### src/design/pmt_pkg.sv
// Package for the 8-bit period match timer: register map, fields, reset values.
// Assumes a 32-bit AXI4-Lite register bus and a single system clock.
package pmt_pkg;

  // ----------------------------------------------------------------
  // Register indices and byte addresses
  // ----------------------------------------------------------------
  localparam logic [7:0] PMT_IDX_COUNT = 8'h11;
  localparam logic [7:0] PMT_IDX_CTRL = 8'h12;
  localparam logic [7:0] PMT_IDX_PERIOD = 8'h13;
  localparam logic [7:0] PMT_IDX_STATUS = 8'h14;
  localparam logic [7:0] PMT_IDX_MASK = 8'h15;
  localparam int PMT_ADDR_W = 12;
  // Byte address is four times the index
  localparam logic [PMT_ADDR_W-1:0] PMT_ADDR_COUNT = {2'h0, PMT_IDX_COUNT, 2'h0};
  localparam logic [PMT_ADDR_W-1:0] PMT_ADDR_CTRL = {2'h0, PMT_IDX_CTRL, 2'h0};
  localparam logic [PMT_ADDR_W-1:0] PMT_ADDR_PERIOD = {2'h0, PMT_IDX_PERIOD, 2'h0};
  localparam logic [PMT_ADDR_W-1:0] PMT_ADDR_STATUS = {2'h0, PMT_IDX_STATUS, 2'h0};
  localparam logic [PMT_ADDR_W-1:0] PMT_ADDR_MASK = {2'h0, PMT_IDX_MASK, 2'h0};

  // ----------------------------------------------------------------
  // Reset values
  // ----------------------------------------------------------------
  localparam logic [7:0] PMT_COUNT_RST = 8'h00;
  localparam logic [7:0] PMT_PERIOD_RST = 8'hFF;
  localparam logic [7:0] PMT_CTRL_RST = 8'h00;
  localparam logic [7:0] PMT_STATUS_RST = 8'h00;
  localparam logic [7:0] PMT_MASK_RST = 8'h00;

  // ----------------------------------------------------------------
  // Field positions and constants
  // ----------------------------------------------------------------
  localparam int PMT_MATCH_FLAG_BIT = 0;
  localparam logic [1:0] PMT_INSTR_DIV_LAST = 2'h3;
  localparam logic [3:0] PMT_PRE_LIMIT_1 = 4'h0;
  localparam logic [3:0] PMT_PRE_LIMIT_4 = 4'h3;
  localparam logic [3:0] PMT_PRE_LIMIT_16 = 4'hF;
  localparam logic [1:0] PMT_RESP_OKAY = 2'h0;
  localparam logic [1:0] PMT_RESP_SLVERR = 2'h2;

  // Control register layout, bit 7 down to bit 0
  typedef struct packed {
    logic spare;
    logic [3:0] postscale_sel;
    logic run_bit;
    logic [1:0] prescale_sel;
  } pmt_ctrl_t;

  // One AXI4-Lite response as carried on a channel
  typedef struct packed {
    logic [1:0] resp;
    logic [31:0] data;
  } pmt_rsp_t;

endpackage : pmt_pkg

### src/design/pmt_timer.sv
// Period match timer with AXI4-Lite register access and a level interrupt.
// Assumes aclk is the system clock; the instruction clock is made inside.
`timescale 1ns/100ps

module pmt_timer
  import pmt_pkg::*;
(
  // Clock and reset
  input wire logic aclk,
  input wire logic aresetn,
  // Write address channel
  input wire logic awvalid,
  output logic awready,
  input wire logic [PMT_ADDR_W-1:0] awaddr,
  input wire logic [2:0] awprot,
  // Write data channel
  input wire logic wvalid,
  output logic wready,
  input wire logic [31:0] wdata,
  input wire logic [3:0] wstrb,
  // Write response channel
  output logic bvalid,
  input wire logic bready,
  output logic [1:0] bresp,
  // Read address channel
  input wire logic arvalid,
  output logic arready,
  input wire logic [PMT_ADDR_W-1:0] araddr,
  input wire logic [2:0] arprot,
  // Read data channel
  output logic rvalid,
  input wire logic rready,
  output logic [31:0] rdata,
  output logic [1:0] rresp,
  // Interrupt
  output logic irq
);

  // ----------------------------------------------------------------
  // Declarations
  // ----------------------------------------------------------------
  logic [1:0] instr_div_reg;
  logic [3:0] pre_cnt_reg;
  logic [3:0] post_cnt_reg;
  logic [7:0] count_reg;
  logic [7:0] period_reg;
  pmt_ctrl_t ctrl_reg;
  logic [7:0] status_reg;
  logic [7:0] mask_reg;
  logic irq_reg;
  logic aw_full_reg;
  logic w_full_reg;
  logic [PMT_ADDR_W-1:0] waddr_reg;
  logic [7:0] wbyte_reg;
  logic wlane_reg;
  logic awready_reg;
  logic wready_reg;
  logic bvalid_reg;
  logic [1:0] bresp_reg;
  logic arready_reg;
  logic rvalid_reg;
  pmt_rsp_t rsp_reg;
  logic [7:0] count_next;
  logic [3:0] pre_cnt_next;
  logic [3:0] post_cnt_next;
  logic [7:0] status_next;

  // ----------------------------------------------------------------
  // Bus decode
  // ----------------------------------------------------------------
  wire aw_fire = awvalid && awready_reg;
  wire w_fire = wvalid && wready_reg;
  wire ar_fire = arvalid && arready_reg;
  wire wr_do = aw_full_reg && w_full_reg && !bvalid_reg;
  wire aw_full_next = (aw_full_reg || aw_fire) && !wr_do;
  wire w_full_next = (w_full_reg || w_fire) && !wr_do;
  wire wr_en = wr_do && wlane_reg;
  wire wsel_count = waddr_reg == PMT_ADDR_COUNT;
  wire wsel_ctrl = waddr_reg == PMT_ADDR_CTRL;
  wire wsel_period = waddr_reg == PMT_ADDR_PERIOD;
  wire wsel_status = waddr_reg == PMT_ADDR_STATUS;
  wire wsel_mask = waddr_reg == PMT_ADDR_MASK;
  wire wmapped = wsel_count || wsel_ctrl || wsel_period || wsel_status || wsel_mask;
  wire rsel_count = araddr == PMT_ADDR_COUNT;
  wire rsel_ctrl = araddr == PMT_ADDR_CTRL;
  wire rsel_period = araddr == PMT_ADDR_PERIOD;
  wire rsel_status = araddr == PMT_ADDR_STATUS;
  wire rsel_mask = araddr == PMT_ADDR_MASK;
  wire rmapped = rsel_count || rsel_ctrl || rsel_period || rsel_status || rsel_mask;
  // Read mux; bit 7 of control reads as zero
  wire [7:0] read_byte = rsel_count ? count_reg :
                         rsel_ctrl ? {1'b0, ctrl_reg[6:0]} :
                         rsel_period ? period_reg :
                         rsel_status ? status_reg :
                         rsel_mask ? mask_reg : 8'h00;

  // ----------------------------------------------------------------
  // Timer datapath
  // ----------------------------------------------------------------
  wire run = ctrl_reg.run_bit;
  // Instruction clock strobe, one system cycle in four
  wire instr_tick = instr_div_reg == PMT_INSTR_DIV_LAST;
  // Prescale ratio: 1, 4, or 16 when the upper bit is set
  wire [3:0] pre_limit = ctrl_reg.prescale_sel[1] ? PMT_PRE_LIMIT_16 :
                         ctrl_reg.prescale_sel[0] ? PMT_PRE_LIMIT_4 :
                         PMT_PRE_LIMIT_1;
  wire pre_pulse = run && instr_tick && (pre_cnt_reg == pre_limit);
  wire match = count_reg == period_reg;
  wire wrap_pulse = pre_pulse && match;
  wire post_hit = post_cnt_reg == ctrl_reg.postscale_sel;
  wire post_out = wrap_pulse && post_hit;
  wire cnt_wr = wr_en && wsel_count && run;
  wire irq_next = |(status_next & mask_reg);

  // Next count: stop clears, bus write, then increment or wrap
  always_comb
  begin
    count_next = count_reg;
    if (!run)
      count_next = PMT_COUNT_RST;
    else if (cnt_wr)
      count_next = wbyte_reg;
    else if (pre_pulse)
      count_next = match ? PMT_COUNT_RST : count_reg + 8'h01;
  end

  // Next prescaler and postscaler counts
  always_comb
  begin
    pre_cnt_next = pre_cnt_reg;
    post_cnt_next = post_cnt_reg;
    if (!run)
    begin
      pre_cnt_next = 4'h0;
      post_cnt_next = 4'h0;
    end
    else
    begin
      if (instr_tick)
        pre_cnt_next = pre_pulse ? 4'h0 : pre_cnt_reg + 4'h1;
      if (wrap_pulse)
        post_cnt_next = post_hit ? 4'h0 : post_cnt_reg + 4'h1;
    end
  end

  // Sticky flags: a set in the same cycle beats a write-one clear
  always_comb
  begin
    status_next = status_reg;
    if (wr_en && wsel_status)
      status_next = status_reg & ~wbyte_reg;
    if (post_out)
      status_next[PMT_MATCH_FLAG_BIT] = 1'b1;
  end

  // Instruction clock divider runs freely
  always_ff @(posedge aclk)
  begin
    if (!aresetn)
      instr_div_reg <= 2'h0;
    else
      instr_div_reg <= instr_div_reg + 2'h1;
  end

  // Timer counters
  always_ff @(posedge aclk)
  begin
    if (!aresetn)
    begin
      count_reg <= PMT_COUNT_RST;
      pre_cnt_reg <= 4'h0;
      post_cnt_reg <= 4'h0;
    end
    else
    begin
      count_reg <= count_next;
      pre_cnt_reg <= pre_cnt_next;
      post_cnt_reg <= post_cnt_next;
    end
  end

  // Software registers; a control write leaves the count alone unless it clears run_bit
  always_ff @(posedge aclk)
  begin
    if (!aresetn)
    begin
      period_reg <= PMT_PERIOD_RST;
      ctrl_reg <= PMT_CTRL_RST;
      status_reg <= PMT_STATUS_RST;
      mask_reg <= PMT_MASK_RST;
      irq_reg <= 1'b0;
    end
    else
    begin
      if (wr_en && wsel_period)
        period_reg <= wbyte_reg;
      if (wr_en && wsel_ctrl)
        ctrl_reg <= {1'b0, wbyte_reg[6:0]};
      if (wr_en && wsel_mask)
        mask_reg <= wbyte_reg;
      status_reg <= status_next;
      irq_reg <= irq_next;
    end
  end

  // ----------------------------------------------------------------
  // AXI4-Lite write path
  // ----------------------------------------------------------------
  // Address and data are held independently until both are present
  always_ff @(posedge aclk)
  begin
    if (!aresetn)
    begin
      aw_full_reg <= 1'b0;
      w_full_reg <= 1'b0;
      awready_reg <= 1'b0;
      wready_reg <= 1'b0;
      waddr_reg <= '0;
      wbyte_reg <= 8'h00;
      wlane_reg <= 1'b0;
      bvalid_reg <= 1'b0;
      bresp_reg <= PMT_RESP_OKAY;
    end
    else
    begin
      aw_full_reg <= aw_full_next;
      w_full_reg <= w_full_next;
      awready_reg <= !aw_full_next;
      wready_reg <= !w_full_next;
      if (aw_fire)
        waddr_reg <= awaddr;
      if (w_fire)
      begin
        wbyte_reg <= wdata[7:0];
        wlane_reg <= wstrb[0];
      end
      if (wr_do)
      begin
        bvalid_reg <= 1'b1;
        bresp_reg <= wmapped ? PMT_RESP_OKAY : PMT_RESP_SLVERR;
      end
      else if (bvalid_reg && bready)
        bvalid_reg <= 1'b0;
    end
  end

  // ----------------------------------------------------------------
  // AXI4-Lite read path
  // ----------------------------------------------------------------
  // One read at a time; address ready drops while data is offered
  always_ff @(posedge aclk)
  begin
    if (!aresetn)
    begin
      arready_reg <= 1'b0;
      rvalid_reg <= 1'b0;
      rsp_reg <= '0;
    end
    else if (ar_fire)
    begin
      arready_reg <= 1'b0;
      rvalid_reg <= 1'b1;
      rsp_reg.data <= {24'h000000, read_byte};
      rsp_reg.resp <= rmapped ? PMT_RESP_OKAY : PMT_RESP_SLVERR;
    end
    else if (rvalid_reg && rready)
    begin
      rvalid_reg <= 1'b0;
      arready_reg <= 1'b1;
    end
    else
      arready_reg <= !rvalid_reg;
  end

  // Outputs straight from flip-flops
  assign awready = awready_reg;
  assign wready = wready_reg;
  assign bvalid = bvalid_reg;
  assign bresp = bresp_reg;
  assign arready = arready_reg;
  assign rvalid = rvalid_reg;
  assign rdata = rsp_reg.data;
  assign rresp = rsp_reg.resp;
  assign irq = irq_reg;

  // ----------------------------------------------------------------
  // Assertions
  // ----------------------------------------------------------------
  property p_instr_tick;
    @(posedge aclk) disable iff (!aresetn)
    instr_tick |=> !instr_tick [*3] ##1 instr_tick;
  endproperty
  a_instr_tick: assert property (p_instr_tick)
    else $error("instruction strobe not one in four");

  property p_count_incr;
    @(posedge aclk) disable iff (!aresetn)
    (run && pre_pulse && !match && !cnt_wr && $past(aresetn)) ##1 run
      |-> count_reg == $past(count_reg) + 8'h01;
  endproperty
  a_count_incr: assert property (p_count_incr)
    else $error("count did not increment");

  property p_match_wrap;
    @(posedge aclk) disable iff (!aresetn)
    (wrap_pulse && !cnt_wr) |=> count_reg == 8'h00;
  endproperty
  a_match_wrap: assert property (p_match_wrap)
    else $error("count did not return to zero on match");

  property p_post_step;
    @(posedge aclk) disable iff (!aresetn)
    (wrap_pulse && !post_hit) |=> post_cnt_reg == $past(post_cnt_reg) + 4'h1;
  endproperty
  a_post_step: assert property (p_post_step)
    else $error("postscaler did not advance");

  property p_flag_set;
    @(posedge aclk) disable iff (!aresetn)
    post_out |=> status_reg[PMT_MATCH_FLAG_BIT] ##1 irq == mask_reg[PMT_MATCH_FLAG_BIT] || !irq;
  endproperty
  a_flag_set: assert property (p_flag_set)
    else $error("match flag not set by postscaler");

  property p_flag_sticky;
    @(posedge aclk) disable iff (!aresetn)
    status_reg[PMT_MATCH_FLAG_BIT] && !(wr_en && wsel_status) |=> status_reg[PMT_MATCH_FLAG_BIT];
  endproperty
  a_flag_sticky: assert property (p_flag_sticky)
    else $error("match flag dropped without clear");

  property p_reset_vals;
    @(posedge aclk)
    !aresetn |=> count_reg == 8'h00 && period_reg == 8'hFF && pre_cnt_reg == 4'h0;
  endproperty
  a_reset_vals: assert property (p_reset_vals)
    else $error("reset values wrong");

  property p_stop_clear;
    @(posedge aclk) disable iff (!aresetn)
    !run |=> count_reg == 8'h00 && pre_cnt_reg == 4'h0 && post_cnt_reg == 4'h0;
  endproperty
  a_stop_clear: assert property (p_stop_clear)
    else $error("counters not cleared while stopped");

  property p_ctrl_keeps;
    @(posedge aclk) disable iff (!aresetn)
    (wr_en && wsel_ctrl && run && !pre_pulse) |=> count_reg == $past(count_reg);
  endproperty
  a_ctrl_keeps: assert property (p_ctrl_keeps)
    else $error("control write changed count");

  property p_pre_ratio;
    @(posedge aclk) disable iff (!aresetn)
    pre_pulse |-> (ctrl_reg.prescale_sel == 2'h0) ||
      (ctrl_reg.prescale_sel == 2'h1 && pre_cnt_reg == 4'h3) ||
      (ctrl_reg.prescale_sel[1] && pre_cnt_reg == 4'hF);
  endproperty
  a_pre_ratio: assert property (p_pre_ratio)
    else $error("prescale pulse at wrong count");

  property p_post_ratio;
    @(posedge aclk) disable iff (!aresetn)
    post_out |-> post_cnt_reg == ctrl_reg[6:3] ##1 post_cnt_reg == 4'h0 || !run;
  endproperty
  a_post_ratio: assert property (p_post_ratio)
    else $error("postscale ratio wrong");

  property p_spare_zero;
    @(posedge aclk) disable iff (!aresetn)
    ctrl_reg.spare == 1'b0;
  endproperty
  a_spare_zero: assert property (p_spare_zero)
    else $error("control bit seven stored");

  c_wrap: cover property (@(posedge aclk) disable iff (!aresetn) wrap_pulse);
  c_flag: cover property (@(posedge aclk) disable iff (!aresetn) post_out ##[1:8] irq);
  c_set_vs_clear: cover property (@(posedge aclk) disable iff (!aresetn)
    post_out && wr_en && wsel_status);
  c_read: cover property (@(posedge aclk) disable iff (!aresetn) rvalid && rready);

endmodule : pmt_timer

### config.mk
export PLATFORM = sky130hd
export DESIGN_NAME = pmt_timer
export DESIGN_NICKNAME = d
export VERILOG_FILES = /design/src/design/pmt_pkg.sv /design/src/design/pmt_timer.sv
export SDC_FILE = /design/constraint.sdc
export NUM_CORES = 1
export LEC_CHECK = 0
export CAP_MARGIN = 25
export CELL_PAD_IN_SITES_DETAIL_PLACEMENT = 0
export CELL_PAD_IN_SITES_GLOBAL_PLACEMENT = 1
export CORE_UTILIZATION = 46
export DETAILED_ROUTE_END_ITERATION = 10
export DONT_BUFFER_PORTS = 1
export PLACE_DENSITY_LB_ADDON = 0.08
export SLEW_MARGIN = 40
export SYNTH_ARGS = -nofsm -noshare
export SYNTH_HDL_FRONTEND = slang
export SYNTH_SLANG_ARGS = --single-unit
### constraint.sdc
create_clock -name aclk -period 2.4 [get_ports aclk]
set_input_delay 0.36 -clock aclk [delete_from_list [all_inputs] [get_ports aclk]]
set_output_delay 0.36 -clock aclk [all_outputs]
set_load 0.02 [all_outputs]
Yosys cells after proc, flatten, opt, wreduce, memory -nomap -nowiden --
Cells that the tools add are included.
Cells by class: add/subtract/negate cells 4, eq/ne operators 14, muxes and demuxes 21, bitwise logic cells 4, reduce and logical (&&, ||, !) cells 41
Operators by type and width (count):
- $eq 12x7->1 const B | 10
- $mux 8 | 9
- $logic_and 1x1->1 | 20
- $and 8x8->8 | 2
- $mux 4 | 3
- $logic_or 1x1->1 | 10
- $add 4x1->4 const B | 2
- $add 8x1->8 const B | 1
- $eq 4x4->1 | 2
- $eq 8x8->1 | 1
- $not 8->8 | 1
- $reduce_or 8->1 | 1
- $mux 1 | 6
- $mux 2 | 3
- $reduce_bool 2->1 | 3
- $logic_not 1->1 | 5
- $add 2x1->2 const B | 1
- $eq 2x2->1 const B | 1
- $reduce_and 2->1 | 1
- $reduce_or 2->1 | 1
- $not 1->1 | 1
Word-level totals: flip-flop bits (word level) 90, input port bits 73, output and inout port bits 42, word-level logic and storage cells 108

Longest topological paths before layout --
Gate-level depths: netlist (run 1).
depth after elaboration 9, gate-level depth with buffers 7, depth with buffers taken out 6

Worst setup path after synthesis (run 1) --
OpenSTA, ideal clock, no wires.
path type register -> register, start reg waddr_reg[7], end reg irq_reg, in the netlist irq, setup time 125 ps, data arrival time 2032 ps, required time 2275 ps, slack 243 ps, stages on the path, launching flop included 7, buffers on the path 0, period minus slack after synthesis 2157 ps, path through dfxtp_1 -> or4_4 -> nor4_4 -> a31oi_1 -> or4_1 -> nor4_2 -> o2bb2ai_1
Between the ends: longest elaborated chain between the ends 6
Ends and longest elaborated chain:
- from (decl) | RTL line pmt_timer.sv:53 | logic [PMT_ADDR_W-1:0] waddr_reg;
- from (signal assigned) | RTL line pmt_timer.sv:231 | waddr_reg <= awaddr;
- $eq 12x7->1 (*) | RTL line pmt_timer.sv:81 | wire wsel_status = waddr_reg == PMT_ADDR_STATUS;
- $logic_and 1x1->1 (*) | RTL line pmt_timer.sv:150 | if (wr_en && wsel_status)
- $mux 8 (*) | RTL line pmt_timer.sv:150
- $mux 1 | RTL line pmt_timer.sv:152 | if (post_out)
- $and 8x8->8 (*) | RTL line pmt_timer.sv:113 | wire irq_next = |(status_next & mask_reg);
- $reduce_or 8->1 (*) | RTL line pmt_timer.sv:113
- to (signal assigned) | RTL line pmt_timer.sv:202 | irq_reg <= irq_next;
- to (decl) | RTL line pmt_timer.sv:50 | logic irq_reg;
Mark *: on every way between the ends. The rest lies on a longest branch, timed or not. A chain may end at the register's enable or synchronous reset.

Final worst setup path (run 1) --
Ends and elaborated chain as after synthesis.

==> flow_summary.json, run 1 <==
{
  "status": "finished clean",
  "drc_errors": 0,
  "ctsHoldBuffers": 0,
  "ir_worst_vdd_mv": 0.273,
  "crit_arrival_ps": 2540,
  "rrSetupSlack_ps": 100,
  "setup_slack_ps": 98.5,
  "via_count": 3314,
  "rsz0062_at_grt": "no",
  "power.density_nw_per_um2": 637,
  "comb_power_share_pct": 6.3,
  "synth_area_leader_cell": "dfxtp_1",
  "wl_per_cell_um": 16.0,
  "grt_pass1_wl_um": 16100,
  "relSlewSlack_pct": 64.1,
  "hold_start": "aresetn",
  "drtAntennaViolNets": 0,
  "first_iter_violations": 113,
  "cp_max_fo": 8,
  "hp-class": "in -> reg",
  "fin_crit_sh_pct": 95.9,
  "nets": 576,
  "grtUsageMet2_pct": 35.9,
  "required_ps": 2640,
  "holdPathStages": 1,
  "worstSkewPairLatency_ps": 350,
  "switching_share_pct": 24.3,
  "cts_buffers": 9,
  "end_kind": "flop",
  "setup_tns_ps": 0,
  "r2r_cells": 7,
  "clock-root-buffer": "clkbuf_8",
  "start_util_pct": 47.6,
  "finClkSkew_ps": 8.83,
  "power.switching_uw": 686,
  "synth_cell_types": 46,
  "gr-total-overflow": 0,
  "port_buffers": 0,
  "die_y_um": 97.0,
  "fin_area_um2": 4440,
  "p_int_uw": 2140,
  "busiest_layer": "met2",
  "synth_seq_area_share_pct": 42.4,
  "synth_flop_cell": "dfxtp_1",
  "grtUsageMet3_pct": 4.05,
  "synth_top_area_share_pct": 42.4,
  "ys.warnings.count": 0,
  "synth.area.top_cells": "dfxtp_1 (42%), nand2_1 (7.3%), mux2i_1 (5.8%)",
  "cts_tree": "done",
  "hold_violations": 0,
  "pwr-share-clk_pct": 39.0,
  "antenna_cells": 0,
  "postRouteWirelength_um": 9780,
  "hold_path_end": "period_reg[4]$_SDFFE_PN1P_",
  "worstMarginPinSlew_ps": 539,
  "fmax_mhz": 435,
  "syn_avg_cell_area_um2": 8.36,
  "gp_congestion": 0.828,
  "dp_hpwl_um": 7050,
  "setup_viol": 0,
  "grt_pass1_vias": 3141,
  "synth-async-reset-ratio_pct": 0,
  "crit_type": "reg -> reg",
  "start_kind": "flop",
  "track_usage_pct": 21.8,
  "period_minus_slack_ps": 2300,
  "cts_setup_buffers": 0,
  "dieWidth_um": 97.0,
  "seqPwrFrac_pct": 54.7,
  "largest_reg_flops": 12,
  "cts_max_level": 3,
  "drv_cap": 0,
  "dp_slack_ps": 97.7,
  "place_area_um2": 4220,
  "ios": 115,
  "syn_area_um2": 4150,
  "routed_via_density": 5.42,
  "core_region_area_um2": 8720,
  "yosys_register_bits": 88,
  "row_count": 34,
  "synth_edf_count": 0,
  "use_met1_pct": 28.3,
  "regToRegEndpoint": "irq$_SDFF_PN0_",
  "dieArea_um2": 9410,
  "synth_most_common_cell": "dfxtp_1",
  "drive_gt1_share_pct": 7.34,
  "grt_max_degree": 43,
  "timing.rr.start": "waddr_reg[7]$_SDFFE_PN0P_",
  "antenna_found_initial": 0,
  "clkTransAtPathRegs_ps": 90,
  "area_growth_pct": 6.84,
  "clockBufferDepth": 2,
  "p_leak_uw": 0.00180,
  "numClockSinks": 88,
  "syn-instance-count": 497,
  "synthTopCellsByCount": "dfxtp_1 (88), nand2_1 (81), nor2_1 (42), a21oi_1 (32), buf_4 (27)",
  "finalMaxSlewViolations": 0,
  "drtPass1Iterations": 4
}
==> power by group through the flow <==
stage | logic [µW] | clock network (µW) | registers (µW)
after floorplan | 181 | 0 | 1570
after global placement | 177 | 0 | 1580
after detailed placement | 180 | 0 | 1580
after CTS | 180 | 1140 | 1550
after global routing | 200 | 1200 | 1550
final | 178 | 1100 | 1550
==> layout make-up <==
class	instances	area [µm²]
Sequential cell	88	1760
Inverter	5	18.8
Fill cell	889	4280
Timing Repair Buffer	15	129
Clock buffer	11	131
Tap cell	108	135
Multi-Input combinational cell	380	2180
Clock inverter	5	81.3
==> stage by stage <==
stage	cells	hold WS, ps	total power (µW)	utilization [%]
after CTS	612	66.3	2870	50.8
after detailed placement	596	426	1760	48.4
final	612	88.9	2830	50.9
after global placement	596	410	1760	48.4
after global routing	612	62.5	2960	50.9
after floorplan	522	399	1760	-
==> worst max path at each step <==
stage / start / to / cells past startpoint
final: waddr_reg[7]$_SDFFE_PN0P_ / irq$_SDFF_PN0_ / 7
after global routing: waddr_reg[7]$_SDFFE_PN0P_ / irq$_SDFF_PN0_ / 7
after CTS: waddr_reg[7]$_SDFFE_PN0P_ / irq$_SDFF_PN0_ / 7
after detailed placement: waddr_reg[7]$_SDFFE_PN0P_ / irq$_SDFF_PN0_ / 7
after global placement: waddr_reg[7]$_SDFFE_PN0P_ / irq$_SDFF_PN0_ / 7
after floorplan: waddr_reg[7]$_SDFFE_PN0P_ / irq$_SDFF_PN0_ / 6
==> repair_timing <==
item / 4_1_cts / 5_1_grt
hold endpoints to repair: 0 / 0
setup endpoints to repair: 0 / 1
gates resized for setup: 0 / 2
==> critical path: stages (launching register included) <==
cell       delay [ps]
dfxtp_1           320
or4_4             540
nor4_4            270
buf_6             160
a31oi_1            70
or4_1             560
nor4_2            170
o2bb2ai_1         110
==> kinds of logic (layout without fill, tap and decap cells) <==
group | after synthesis | count (layout) | synth area share [%]
multiplexers | 25 | 25 | 6.06
AND/OR/NAND/NOR | 211 | 211 | 25.1
other | 1 | 26 | 0.0903
flip-flops | 88 | 88 | 42.4
AO/OA/AOI/OAI | 98 | 98 | 14.3
adder cells (fa/ha/maj) | 4 | 4 | 1.21
XOR/XNOR | 16 | 16 | 3.37
buffers and inverters | 54 | 36 | 7.38
==> routing by layer <==
| layer | part of all wire [%] | wire length [µm] | up-vias |
|---|---|---|---|
| li1 | - | - | 1687 |
| met1 | 46 | 4480 | 1522 |
| met2 | 48 | 4720 | 99 |
| met3 | 5.1 | 494 | 6 |
| met4 | 0.93 | 91 | 0 |
| met5 | 0 | 0 | - |
==> cells in the final DEF (no fill, tap or decap), types with 5 or more instances in the layout <==
cell / n
a21oi_1: 32
a311oi_1: 7
a31oi_1: 15
and2_1: 7
and3_1: 9
buf_4: 13
clkbuf_8: 9
conb_1: 26
dfxtp_1: 88
mux2i_1: 24
nand2_1: 81
nand2b_1: 7
nand3_1: 22
nand3b_1: 7
nor2_1: 42
nor2b_1: 10
o211ai_1: 9
o21ai_0: 19
o22ai_1: 7
or3_1: 5
xnor2_1: 9
xor2_1: 7
Power figures use the tool's default switching activity.
==> inputs of run 2 (changes only) <==
--- a/config.mk
+++ b/config.mk
@@ -7,2 +7,3 @@
 export LEC_CHECK = 0
+export ABC_AREA = 1
 export CAP_MARGIN = 25
@@ -10,5 +11,6 @@
 export CELL_PAD_IN_SITES_GLOBAL_PLACEMENT = 1
-export CORE_UTILIZATION = 46
+export CORE_UTILIZATION = 45
 export DETAILED_ROUTE_END_ITERATION = 10
 export DONT_BUFFER_PORTS = 1
+export MAX_ROUTING_LAYER = met4
 export PLACE_DENSITY_LB_ADDON = 0.08
==> constraint.sdc (replaced) <==
create_clock -name aclk -period 2.4 [get_ports aclk]
set_input_delay 0.24 -clock aclk [delete_from_list [all_inputs] [get_ports aclk]]
set_output_delay 0.24 -clock aclk [all_outputs]
set_load 0.02 [all_outputs]
==> flow_summary.json, run 2 <==
{
  "nets": 731,
  "ios": 115,
  "syn_area_um2": 4660,
  "cts_tree": "done",
  "postRouteWirelength_um": 11200,
  "synth-async-reset-ratio_pct": 0,
  "synth_edf_count": 0,
  "antenna_found_initial": 0,
  "hold_path_end": "wbyte_reg[1]$_SDFFE_PN0P_",
  "fmax_mhz": 532,
  "holdPathStages": 2,
  "power.density_nw_per_um2": 579,
  "area_growth_pct": 4.19,
  "hold_start": "aresetn",
  "gr-total-overflow": 0,
  "finClkSkew_ps": 6.95,
  "numClockSinks": 88,
  "cts_resized": 0,
  "grt_pass1_vias": 3603,
  "cp_max_fo": 14,
  "clock-root-buffer": "clkbuf_8",
  "row_count": 36,
  "drv_cap": 0,
  "synth.area.top_cells": "dfxtp_1 (38%), nand2_1 (11%), inv_1 (6.9%)",
  "antenna_cells": 0,
  "synth_seq_area_share_pct": 37.8,
  "hold_violations": 0,
  "cts_max_level": 3,
  "worstMarginPinSlew_ps": 736,
  "relSlewSlack_pct": 50.8,
  "ys.warnings.count": 0,
  "synthTopCellsByCount": "nand2_1 (132), dfxtp_1 (88), inv_1 (86), nor2_1 (75), a21oi_1 (45)",
  "final_cell_mix": "nand2_1 (132), dfxtp_1 (88), inv_1 (86)",
  "status": "finished clean",
  "port_buffers": 0,
  "p_leak_uw": 0.00227,
  "dieArea_um2": 10800,
  "crit_arrival_ps": 2120,
  "synth_most_common_cell": "nand2_1",
  "setup_tns_ps": 0,
  "syn-instance-count": 657,
  "dp_hpwl_um": 8080,
  "first_iter_violations": 115,
  "r2r_cells": 6,
  "worstSkewPairLatency_ps": 360,
  "rrSetupSlack_ps": 520,
  "ir_worst_vdd_mv": 0.300,
  "end_kind": "flop",
  "fin_crit_sh_pct": 78.3,
  "required_ps": 2640,
  "cts_buffers": 9,
  "start_kind": "flop",
  "track_usage_pct": 22.0,
  "finalMaxSlewViolations": 0,
  "period_minus_slack_ps": 1880,
  "largest_reg_flops": 12,
  "synth_cell_types": 34,
  "synth_flop_cell": "dfxtp_1",
  "synth_top_area_share_pct": 37.8,
  "cts_setup_buffers": 0,
  "post-route-util_pct": 49.0,
  "timing.rr.start": "bvalid$_SDFFE_PN0P_",
  "clkTransAtPathRegs_ps": 90,
  "start_util_pct": 47.0,
  "gp_congestion": 0.853,
  "wl_per_cell_um": 14.1,
  "crit_type": "reg -> reg",
  "rsz0062_at_grt": "no",
  "yosys_register_bits": 88,
  "routed_via_density": 4.91,
  "synth_area_leader_cell": "dfxtp_1",
  "die_y_um": 104,
  "regToRegEndpoint": "ctrl_reg[6]$_SDFFE_PN0P_",
  "drtAntennaViolNets": 0,
  "clockBufferDepth": 2,
  "drc_errors": 0,
  "drtPass1Iterations": 4,
  "dieWidth_um": 104,
  "setup_viol": 0,
  "ctsHoldBuffers": 2,
  "via_count": 3882,
  "grt_max_degree": 32,
  "hp-class": "in -> reg",
  "grt_pass1_wl_um": 17900,
  "syn_avg_cell_area_um2": 7.09,
  "core_region_area_um2": 9910,
  "layout_commonest_cell": "nand2_1",
  "drive_gt1_share_pct": 8.05
}
run 2: cell types whose count changed after synthesis, sizes merged, moves of 8 or more:
cell and delta:
o211ai +8, o21ai +39, nand2 +58, a31oi -15, nand3 +24, a21oi +14, mux2i -24, nor2 +43
buf +9, inv +84, and3 -9, nor2b -10, clkbuf -13, and2 -8
run 2: layer usage:
layer	routed length (µm)	vias to the layer above	GRT usage (%)
met5	0	-	-
met4	159	0	7.45
met3	420	11	2.83
met2	5030	88	34.0
met1	5550	1748	29.6
li1	-	2035	-
run 2: kinds of logic (layout without fill, tap and decap cells):
family | after synthesis | after routing | synth area share [%]
other | 1 | 26 | 0.0805
flip-flops | 88 | 88 | 37.8
buffers and inverters | 133 | 109 | 13.8
adder cells (fa/ha/maj) | 4 | 4 | 1.07
XOR/XNOR | 22 | 22 | 4.30
AO/OA/AOI/OAI | 123 | 123 | 14.3
AND/OR/NAND/NOR | 286 | 286 | 28.6
run 2: how the worst max path moves through the flow:
stage,from,end,slack (ps),cells after the start
after floorplan,bvalid$_SDFFE_PN0P_,mask_reg[0]$_SDFFE_PN0P_,1000,7
after global placement,bvalid$_SDFFE_PN0P_,ctrl_reg[0]$_SDFFE_PN0P_,620,6
after detailed placement,bvalid$_SDFFE_PN0P_,ctrl_reg[6]$_SDFFE_PN0P_,550,6
after CTS,bvalid$_SDFFE_PN0P_,ctrl_reg[6]$_SDFFE_PN0P_,540,6
after global routing,bvalid$_SDFFE_PN0P_,ctrl_reg[6]$_SDFFE_PN0P_,300,6
final,bvalid$_SDFFE_PN0P_,ctrl_reg[6]$_SDFFE_PN0P_,520,6
run 2: power breakdown:
group	switching [µW]	leakage (µW)	internal, µW
clock	549	0.0000956	508
sequential	49.7	0.000715	1500
combinational	151	0.00146	50.1
run 2: layout make-up:
| class | count | area [µm²] |
|---|---|---|
| tap | 133 | 166 |
| clock buffer | 11 | 141 |
| fill | 1052 | 5060 |
| sequential | 88 | 1760 |
| inverter | 88 | 330 |
| timing repair buffer | 6 | 50.0 |
| clock inverter | 4 | 55.1 |
| multi-input combinational | 461 | 2350 |
run 2: critical path: stages, from the launching register on:
cell and delay (ps):
dfxtp_1 390, inv_1 130, nand4_1 180, inv_1 240, nand3_1 420, o21ai_0 340
a21oi_1 60
run 2: through the flow:
stage,total power [µW],setup WS [ps],hold WS [ps],cell area (µm²),instances
finish,2810,520,14.2,4850,791
global route,2920,296,6.71,4850,791
CTS,2830,539,0.717,4850,791
detailed placement,1780,551,347,4640,774
global placement,1770,621,342,4640,774
floorplan,1770,998,399,4750,682
